File: src/shared/acm_defines.svh
// constants for the serial-port class handler: request codes, layouts, offsets
// assumes inclusion by bare name; definitions only
//
// Contract
// set-line-coding 0x21/0x20, index 0, length 7; store seven payload bytes.
// payload bytes 0..3 form the 32-bit terminal rate in bits per second.
// byte 4 is stop-bit code 0/1/2; byte 5 parity code 0/1/2.
// byte 6 is data-bit count, valid 5 to 8.
// get-line-coding 0xa1/0x21, value and index 0, length 7 returns seven bytes.
// set-control-lines 0x21/0x22, index 0, length 0, bitmap in value, no data.
// bitmap bit 1 is request-to-send, bit 0 terminal-ready, rest reserved zero.
// control-line request completes with success; no handshake pins driven. The code drives rts_o and dtr_o from the bitmap.
// only serial-state notification 0x20 is ever sent.
// notification header 0xa1, 0x20, value 0, index 0, length 2, then bitmap.
// detect overrun, parity, framing; notify on normal-to-error change.
// no repeated notifications while an error persists.
// bitmap bits: 6 overrun, 5 parity, 4 framing, 3 ring, 2 break, 1 dsr, 0 dcd.
// end each in-transfer with a short packet.
// host reads line coding and sets control lines before data flows.
// data on bulk-in and bulk-out; notifications on a separate interrupt-in.
// unimplemented class requests get a stall.
// line-coding read returns last write, or reset default.
// reserved bitmap bits send zero; reported error bits clear after sending.
`ifndef ACM_DEFINES_SVH
`define ACM_DEFINES_SVH
`define RT_CLASS_OUT 8'h21
`define RT_CLASS_IN 8'ha1
`define RQ_SET_CODING 8'h20
`define RQ_GET_CODING 8'h21
`define RQ_SET_LINES 8'h22
`define NT_SERIAL_STATE 8'h20
`define CODING_LEN 16'h0007
`define NOTIFY_LEN 16'h0002
`define NOTIFY_BYTES 4'ha
`define DEF_RATE 32'h00002580
`define DEF_STOP 8'h00
`define DEF_PARITY 8'h00
`define DEF_BITS 8'h08
`define BIT_OVR 6
`define BIT_PAR 5
`define BIT_FRM 4
`define BIT_RING 3
`define BIT_BRK 2
`define BIT_DSR 1
`define BIT_DCD 0
`define ADR_RATE 8'h00
`define ADR_FORMAT 8'h04
`define ADR_LINES 8'h08
`define ADR_IRQ_STAT 8'h0c
`define ADR_IRQ_MASK 8'h10
`define ADR_PKT 8'h14
`define RST_PKT 7'h40
`endif

File: src/shared/acm_pkg.sv
// types for the serial-port class handler
// assumes acm_defines.svh on the include path
package acm_pkg;
   typedef struct packed {
      logic [7:0] req_type;
      logic [7:0] request;
      logic [15:0] value;
      logic [15:0] index;
      logic [15:0] length;
   } setup_t;
   typedef struct packed {
      logic [31:0] rate;
      logic [7:0] stop;
      logic [7:0] parity;
      logic [7:0] bits;
   } coding_t;
   typedef enum logic [4:0] {
      CT_IDLE = 5'b00001,
      CT_RX = 5'b00010,
      CT_TX = 5'b00100,
      CT_STATUS = 5'b01000,
      CT_STALL = 5'b10000
   } ctl_state_t;
   typedef struct packed {
      ctl_state_t ctl;
      logic [2:0] cnt;
      coding_t coding;
      logic [55:0] shadow;
      logic [1:0] lines;
      setup_t setup;
      logic ok;
      logic stall;
      logic [7:0] ep0_data;
      logic ep0_valid;
      logic ep0_last;
      logic [2:0] err_s1;
      logic [2:0] err_s2;
      logic [2:0] err_prev;
      logic [2:0] pend;
      logic [3:0] sig_s1;
      logic [3:0] sig_s2;
      logic nt_busy;
      logic [3:0] nt_idx;
      logic [15:0] nt_map;
      logic [7:0] nt_data;
      logic nt_valid;
      logic nt_last;
      logic bin_valid;
      logic [7:0] bin_data;
      logic bin_last;
      logic [6:0] pkt_cnt;
      logic [6:0] pkt_max;
      logic bin_short;
      logic [2:0] irq_stat;
      logic [2:0] irq_mask;
      logic irq;
      logic ack;
      logic [31:0] dat;
   } state_t;
endpackage

File: src/hdl/acm_class_handler.sv
// class-level handler of a serial-port function over usb
// assumes a usb device core that presents decoded setup packets and byte streams
//
// Our own choices: the register offsets and the Wishbone slave port.
`timescale 1ns/1ps
`include "acm_defines.svh"
module acm_class_handler
   import acm_pkg::*;
(
   // clock and reset
   input wire logic clk_i,
   input wire logic rst_i,
   // wishbone slave
   input wire logic cyc_i,
   input wire logic stb_i,
   input wire logic we_i,
   input wire logic [7:0] adr_i,
   input wire logic [3:0] sel_i,
   input wire logic [31:0] dat_i,
   output logic [31:0] dat_o,
   output logic ack_o,
   // control pipe from device core
   input wire logic setup_valid_i,
   input wire logic [63:0] setup_i,
   input wire logic ep0_rx_valid_i,
   input wire logic [7:0] ep0_rx_data_i,
   input wire logic ep0_tx_ready_i,
   input wire logic status_done_i,
   output logic [7:0] ep0_tx_data_o,
   output logic ep0_tx_valid_o,
   output logic ep0_tx_last_o,
   output logic ep0_ok_o,
   output logic ep0_stall_o,
   // line coding and control lines
   output logic [31:0] rate_o,
   output logic [7:0] stop_o,
   output logic [7:0] parity_o,
   output logic [7:0] bits_o,
   output logic rts_o,
   output logic dtr_o,
   // uart error and line inputs, asynchronous
   input wire logic [2:0] uart_err_i,
   input wire logic [3:0] uart_sig_i,
   // interrupt-in endpoint
   input wire logic int_ready_i,
   output logic [7:0] int_data_o,
   output logic int_valid_o,
   output logic int_last_o,
   // bulk endpoints
   input wire logic [7:0] tx_data_i,
   input wire logic tx_valid_i,
   input wire logic tx_end_i,
   output logic tx_ready_o,
   input wire logic bin_ready_i,
   output logic [7:0] bin_data_o,
   output logic bin_valid_o,
   output logic bin_last_o,
   output logic bin_short_o,
   input wire logic [7:0] bout_data_i,
   input wire logic bout_valid_i,
   output logic bout_ready_o,
   output logic [7:0] rx_data_o,
   output logic rx_valid_o,
   // interrupt
   output logic irq_o
);
   state_t q, d;
   setup_t s;
   logic [55:0] cur;
   logic [31:0] rd;
   logic [2:0] rise;
   logic wr, rdv;

   assign s = setup_i;
   assign cur = {q.coding.rate[7:0], q.coding.rate[15:8], q.coding.rate[23:16],
                 q.coding.rate[31:24], q.coding.stop, q.coding.parity, q.coding.bits};
   assign wr = cyc_i & stb_i & we_i & ~q.ack;
   assign rdv = cyc_i & stb_i & ~we_i & ~q.ack;
   assign rise = q.err_s2 & ~q.err_prev;

   always_comb
   begin
      d = q;
      d.ok = 1'b0;
      d.ack = 1'b0;
      d.err_s1 = uart_err_i;
      d.err_s2 = q.err_s1;
      d.err_prev = q.err_s2;
      d.sig_s1 = uart_sig_i;
      d.sig_s2 = q.sig_s1;
      d.pend = q.pend | rise;
      d.irq_stat = q.irq_stat | rise;
      rd = 32'h00000000;
      // control pipe
      case (q.ctl)
         CT_IDLE:
         begin
            d.cnt = 3'h0;
            d.stall = 1'b0;
            if (setup_valid_i)
            begin
               d.setup = s;
               if (s.req_type == `RT_CLASS_OUT && s.request == `RQ_SET_CODING && s.index == 16'h0000
                   && s.length == `CODING_LEN)
                  d.ctl = CT_RX;
               else if (s.req_type == `RT_CLASS_IN && s.request == `RQ_GET_CODING && s.value == 16'h0000
                        && s.index == 16'h0000 && s.length == `CODING_LEN)
               begin
                  d.ctl = CT_TX;
                  d.shadow = cur;
                  // first byte goes out with the state change, so the host sees it one cycle after setup
                  d.ep0_valid = 1'b1;
                  d.ep0_data = cur[55:48];
                  d.ep0_last = 1'b0;
               end
               else if (s.req_type == `RT_CLASS_OUT && s.request == `RQ_SET_LINES && s.index == 16'h0000
                        && s.length == 16'h0000)
               begin
                  d.lines = s.value[1:0];
                  d.ctl = CT_STATUS;
               end
               else
               begin
                  d.stall = 1'b1;
                  d.ctl = CT_STALL;
               end
            end
         end
         CT_RX:
            if (ep0_rx_valid_i)
            begin
               d.shadow = {q.shadow[47:0], ep0_rx_data_i};
               d.cnt = q.cnt + 3'h1;
               if (q.cnt == 3'h6)
               begin
                  d.coding.rate = {q.shadow[23:16], q.shadow[31:24], q.shadow[39:32], q.shadow[47:40]};
                  d.coding.stop = q.shadow[15:8];
                  d.coding.parity = q.shadow[7:0];
                  d.coding.bits = ep0_rx_data_i;
                  d.ctl = CT_STATUS;
               end
            end
         CT_TX:
         begin
            d.ep0_valid = 1'b1;
            d.ep0_data = q.shadow[55:48];
            d.ep0_last = (q.cnt == 3'h6);
            if (q.ep0_valid && ep0_tx_ready_i)
            begin
               d.shadow = {q.shadow[47:0], 8'h00};
               d.ep0_data = q.shadow[47:40];
               d.cnt = q.cnt + 3'h1;
               d.ep0_last = (q.cnt == 3'h5);
               if (q.ep0_last)
               begin
                  d.ep0_valid = 1'b0;
                  d.ep0_last = 1'b0;
                  d.ctl = CT_STATUS;
               end
            end
         end
         CT_STATUS:
            if (status_done_i)
            begin
               d.ok = 1'b1;
               d.ctl = CT_IDLE;
            end
         CT_STALL:
            if (setup_valid_i)
            begin
               // a new setup ends the stall; it is dropped, host resends
               d.stall = 1'b0;
               d.ctl = CT_IDLE;
            end
            else
               d.stall = 1'b1;
         default:
            d.ctl = CT_IDLE;
      endcase
      // serial-state notification on interrupt-in
      if (!q.nt_busy && q.pend != 3'h0)
      begin
         d.nt_busy = 1'b1;
         d.nt_idx = 4'h0;
         d.nt_map = 16'h0000;
         d.nt_map[`BIT_OVR] = q.pend[2];
         d.nt_map[`BIT_PAR] = q.pend[1];
         d.nt_map[`BIT_FRM] = q.pend[0];
         d.nt_map[`BIT_RING] = q.sig_s2[3];
         d.nt_map[`BIT_BRK] = q.sig_s2[2];
         d.nt_map[`BIT_DSR] = q.sig_s2[1];
         d.nt_map[`BIT_DCD] = q.sig_s2[0];
         d.pend = rise;
      end
      else if (q.nt_busy)
      begin
         d.nt_valid = 1'b1;
         case (q.nt_idx)
            4'h0: d.nt_data = `RT_CLASS_IN;
            4'h1: d.nt_data = `NT_SERIAL_STATE;
            4'h6: d.nt_data = 8'(`NOTIFY_LEN);
            4'h7: d.nt_data = 8'(`NOTIFY_LEN >> 8);
            4'h8: d.nt_data = q.nt_map[7:0];
            4'h9: d.nt_data = q.nt_map[15:8];
            default: d.nt_data = 8'h00;
         endcase
         d.nt_last = (q.nt_idx == `NOTIFY_BYTES - 4'h1);
         if (q.nt_valid && int_ready_i)
         begin
            d.nt_idx = q.nt_idx + 4'h1;
            d.nt_valid = 1'b0;
            if (q.nt_last)
            begin
               d.nt_busy = 1'b0;
               d.nt_last = 1'b0;
            end
         end
      end
      // bulk-in, short packet terminates the transfer
      if (!q.bin_valid || bin_ready_i)
      begin
         d.bin_valid = 1'b0;
         d.bin_last = 1'b0;
         d.bin_short = 1'b0;
         if (q.bin_valid && q.bin_last)
            d.bin_short = (q.pkt_cnt == q.pkt_max - 7'h1);
         if (q.bin_valid)
            d.pkt_cnt = (q.pkt_cnt == q.pkt_max - 7'h1 || q.bin_last) ? 7'h00 : q.pkt_cnt + 7'h1;
         if (tx_valid_i)
         begin
            d.bin_valid = 1'b1;
            d.bin_data = tx_data_i;
            d.bin_last = tx_end_i;
         end
      end
      // wishbone slave
      if (wr)
      begin
         d.ack = 1'b1;
         if ({adr_i[7:2], 2'b00} == `ADR_IRQ_MASK && sel_i[0])
            d.irq_mask = dat_i[2:0];
         else if ({adr_i[7:2], 2'b00} == `ADR_PKT && sel_i[0])
            d.pkt_max = (dat_i[6:0] == 7'h00) ? `RST_PKT : dat_i[6:0];
      end
      else if (rdv)
      begin
         d.ack = 1'b1;
         if ({adr_i[7:2], 2'b00} == `ADR_RATE)
            rd = q.coding.rate;
         else if ({adr_i[7:2], 2'b00} == `ADR_FORMAT)
            rd = {8'h00, q.coding.bits, q.coding.parity, q.coding.stop};
         else if ({adr_i[7:2], 2'b00} == `ADR_LINES)
            rd = {26'h0, q.sig_s2, q.lines};
         else if ({adr_i[7:2], 2'b00} == `ADR_IRQ_STAT)
         begin
            rd = {29'h0, q.irq_stat};
            d.irq_stat = rise; // set wins over read clear
         end
         else if ({adr_i[7:2], 2'b00} == `ADR_IRQ_MASK)
            rd = {29'h0, q.irq_mask};
         else if ({adr_i[7:2], 2'b00} == `ADR_PKT)
            rd = {25'h0, q.pkt_max};
         else
            rd = 32'h00000000; // unmapped reads zero
      end
      if (rdv)
         d.dat = rd;
      d.irq = (d.irq_stat & q.irq_mask) != 3'h0;
   end

   always_ff @(posedge clk_i)
   begin
      if (rst_i)
      begin
         q <= '0;
         q.ctl <= CT_IDLE;
         q.coding <= '{rate: `DEF_RATE, stop: `DEF_STOP, parity: `DEF_PARITY, bits: `DEF_BITS};
         q.pkt_max <= `RST_PKT;
      end
      else
         q <= d;
   end

   assign dat_o = q.dat;
   assign ack_o = q.ack;
   assign ep0_tx_data_o = q.ep0_data;
   assign ep0_tx_valid_o = q.ep0_valid;
   assign ep0_tx_last_o = q.ep0_last;
   assign ep0_ok_o = q.ok;
   assign ep0_stall_o = q.stall;
   assign rate_o = q.coding.rate;
   assign stop_o = q.coding.stop;
   assign parity_o = q.coding.parity;
   assign bits_o = q.coding.bits;
   assign rts_o = q.lines[1];
   assign dtr_o = q.lines[0];
   assign int_data_o = q.nt_data;
   assign int_valid_o = q.nt_valid;
   assign int_last_o = q.nt_last;
   // stall source whenever bulk-in holds an unaccepted byte
   assign tx_ready_o = ~q.bin_valid | bin_ready_i;
   assign bin_data_o = q.bin_data;
   assign bin_valid_o = q.bin_valid;
   assign bin_last_o = q.bin_last;
   assign bin_short_o = q.bin_short;
   // bulk-out passes straight through, no buffer
   assign bout_ready_o = 1'b1;
   assign rx_data_o = bout_data_i;
   assign rx_valid_o = bout_valid_i;
   assign irq_o = q.irq;
endmodule

File: config.mk
export PLATFORM = sky130hd
export DESIGN_NAME = acm_class_handler
export DESIGN_NICKNAME = d
export VERILOG_FILES = /design/src/shared/acm_pkg.sv /design/src/hdl/acm_class_handler.sv
export VERILOG_INCLUDE_DIRS = /design/src /design/src/shared
export SDC_FILE = /design/constraint.sdc
export NUM_CORES = 1
export LEC_CHECK = 0
export BUFFER_PORTS_ARGS = -buffer_cell sky130_fd_sc_hd__buf_2
export CELL_PAD_IN_SITES_DETAIL_PLACEMENT = 2
export CELL_PAD_IN_SITES_GLOBAL_PLACEMENT = 2
export CORE_AREA = 2 2 194 196
export CTS_BUF_LIST = sky130_fd_sc_hd__clkbuf_8
export CTS_CLUSTER_DIAMETER = 150
export DETAILED_ROUTE_END_ITERATION = 10
export DIE_AREA = 0 0 196 198
export PLACE_DENSITY = 0.8
export SETUP_SLACK_MARGIN = 0.15
export SLEW_MARGIN = 5
export SYNTH_ARGS = -nofsm -noshare
export SYNTH_HDL_FRONTEND = slang
export SYNTH_SLANG_ARGS = --single-unit
File: constraint.sdc
create_clock -name clk_i -period 2.5 [get_ports clk_i]
set_input_delay 0.125 -clock clk_i [delete_from_list [all_inputs] [get_ports clk_i]]
set_output_delay 0.125 -clock clk_i [all_outputs]
set_load 0.01 [all_outputs]
==> flow_metrics.tcl <==
set metrics [dict create \
    gp_congestion 0.8033 \
    clk_pin_slew_ns 0.05 \
    synth_area_leaders "dfxtp_1, buf_4, a21oi_1" \
    fillers 4113 \
    antenna_left 0 \
    tightest_slew_ns 0.7763 \
    final_util_pct 37.64 \
    synth-edff-count 0 \
    grt_pass1_wl_mm 68.34 \
    die_w_um 196 \
    grt-ovfl-total 0 \
    worstPathArrival_ns 2.65 \
    ys_types 69 \
    hold_class "in -> reg" \
    synth-xor-area-share_pct 1.555 \
    drc_errors 0 \
    endpoint_kind "flop" \
    status "completed" \
    antenna_found_initial 0 \
    via_per_inst 5.333 \
    initial_core_util_pct 31.36 \
    ir_worst_vdd_mv 0.3358 \
    multi_input_area_um2 5350 \
    die_y_um 198 \
    drt_pre_antenna_iters 4 \
    maxCapViolCount 0 \
    ys.flop_type "dfxtp_1" \
    drt-total-wl_mm 43.83 \
    hpwl_mm 29.13 \
    final_hold_viol_count 0 \
    slew_violations 0 \
    diodes 0 \
    crit_path_max_fanout 22 \
    cts_max_level 2 \
    min_period_over_period_pct 90.36 \
    clockBufferDepth 3 \
    synth_compound_area_share_pct 21.61 \
    cp-start-kind "primary input" \
    ys_warn_count 0 \
    dieArea_um2 38810 \
    ys_async_sr_fraction_pct 0 \
    setup_viol 0 \
    grt_max_degree 118 \
    fin_skew_ns 0.04380 \
    vias 10610 \
    grtUsageMet1_pct 27.32 \
    numPortBuffers 239 \
    seq_area_frac_synth_pct 41.63 \
    fin_nets 1644 \
    synth_top_area_cell "dfxtp_1" \
    synth_top_family_by_area "compound AO/OA/AOI/OAI gates" \
    ios 289 \
    syn_to_final_growth_pct 20.00 \
    final_cells 1989 \
    tns_ns 0 \
    rsz0062_at_grt "yes" \
    grt_busiest_layer "met2" \
    dp.cells 1853 \
    fmax_ghz 0.4427 \
    first_global_vias 11620 \
    yosys.area_share.adder_pct 0.9716 \
    clkSinkCount 241 \
    drive_gt1_share_pct 28.12 \
    p_leak_nw 5.351 \
    p_per_area_nw_per_um2 813.7 \
    use_met3_pct 3.645 \
    synth_fp_nets 1491 \
    grt_util_met2_pct 39.54 \
    cts_buffers 45 \
    clockRootBuffer "clkbuf_8" \
    dr.first_iter.drc_count 521 \
    synth-seq-cells 241 \
    worstSetupPathType "in -> reg" \
    core_area_um2 36960 \
    cts_tree "built" \
    syn_area_per_cell_um2 8.721 \
    clk_latency_ns 0.59 \
    grt_usage_pct 22.42 \
    placementRows 71 \
    cp.required_ns 2.90 \
    synth.mux.area_fraction_pct 2.461 \
    synth-simple-area-share_pct 18.99 \
    relSlewSlack_pct 48.24 \
    synth_area_um2 11590 \
    synth_top_area_share_pct 41.63 \
    wl_per_cell_um 22.03 \
    netlist_instances 1329 \
    seqCellArea_um2 4827 \
    fin_crit_ns 2.259 \
]
[layout by cell type, fill, tap and decap left out, types with 22 or more instances in the layout]
cell,count
a211oi_2,40
a21oi_1,154
a22oi_1,62
buf_2,238
buf_4,22
clkbuf_8,63
dfxtp_1,239
dlygate4sd3_1,56
inv_1,22
mux2i_1,24
nand2_1,179
nand3_1,43
nor2_1,68
nor2b_1,25
nor3_1,42
[final timing paths]
check / startpoint / cells past startpoint / endpoint / slack, ns
hold / removal: rst_i / 2 / int_data_o[0]$_SDFFE_PP0P_ / 0.06
hold reg to reg: q[219]$_SDFFE_PP0P_ / 2 / rate_o[17]$_SDFFE_PP0P_ / 0.45
setup reg to reg: q[313]$_SDFFE_PP0P_ / 6 / q[231]$_SDFFE_PP0P_ / 0.27
setup / recovery: setup_i[33] / 8 / q[232]$_SDFFE_PP0P_ / 0.24
[per-stage QoR]
stage	total power, W	hold WS [ns]	setup WS (ns)	cell area, um2
6_report	0.01132	0.05557	0.2411	13910
2_1_floorplan	0.006423	0.2364	0.5067	11590
5_1_grt	0.01188	0.06592	0.1378	13910
4_1_cts	0.01139	0.01556	0.1594	13880
3_5_place_dp	0.007086	0.2501	0.1669	12330
3_3_place_gp	0.006964	0.2501	0.2213	12330
[critical path: stages]
cell,delay (ns)
dlygate4sd3_1,0.53
buf_2,0.13
or4_4,0.54
nor4_4,0.36
a31o_2,0.26
and2_2,0.36
buf_12,0.24
a211oi_1,0.09
[per-layer routing]
metal  part of all wire [%]  vias up
met1                     43     5334
met5                      0        -
met2                     49      285
li1                       -     4899
met3                    4.3       89
met4                    3.5        0
[report_power, final]
group / internal (W) / leakage, nW / switching (W) / total [W]
registers: 0.00428 / 1.96 / 0.000439 / 0.00472
logic: 0.000966 / 2.84 / 0.00144 / 0.00241
clock network: 0.00241 / 0.554 / 0.00178 / 0.00419
total: 0.00766 / 5.35 / 0.00366 / 0.0113
[cell usage after synthesis (3+ instances only)]
library cell	count
a22oi_1	62
buf_1	5
nor4_1	13
buf_6	14
nor4_4	3
nand2_1	179
nand3_1	44
o211ai_1	3
and2_1	5
ha_1	9
and4_1	3
nand3b_1	9
a211oi_1	20
or3_1	4
mux2_2	4
a2111oi_0	4
a21oi_1	154
nor4b_1	4
and3_1	5
o21ai_0	13
nor3_1	43
xnor2_1	9
mux2i_1	24
a211oi_2	41
buf_2	20
inv_1	12
xor2_1	9
nand4b_1	3
nand4_1	5
nand2b_1	14
dfxtp_1	241
nor2_1	69
nor2b_1	25
clkbuf_1	56
buf_4	124
o221ai_1	8
a221oi_1	17
a21oi_2	10
[kinds of logic (layout without fill, tap and decap cells)]
group,count (synthesis),count (layout)
adder cells (fa/ha/maj),9,9
multiplexers,28,28
XOR/XNOR,19,19
buffers and inverters,232,418
AO/OA/AOI/OAI,353,353
AND/OR/NAND/NOR,446,446
flip-flops,241,241
other,1,1
[state kept, by name, indices dropped and copies added (netlist names), 8 cells and up]
signal,count
ep0_tx_data_o,8
int_data_o,8
parity_o,8
dat_o,32
rate_o,32
bits_o,8
bin_data_o,8
d,10
stop_o,8
q,106
[timing repair]
action,CTS,global route
buffers inserted,0,0
hold endpoints to repair,58,0
hold buffers,56,0
setup endpoints to repair,0,35
gates resized for setup,0,8
[cell type report]
class,instances,share of cell area [%]
Multi-Input combinational cell,856,38.47
Sequential cell,241,34.71
Timing Repair Buffer,326,15.11
Clock buffer,62,6.135
Tap cell,474,4.264
Clock inverter,18,0.9896
Inverter,12,0.3239
No activity file was read; power rests on OpenSTA's default activity.
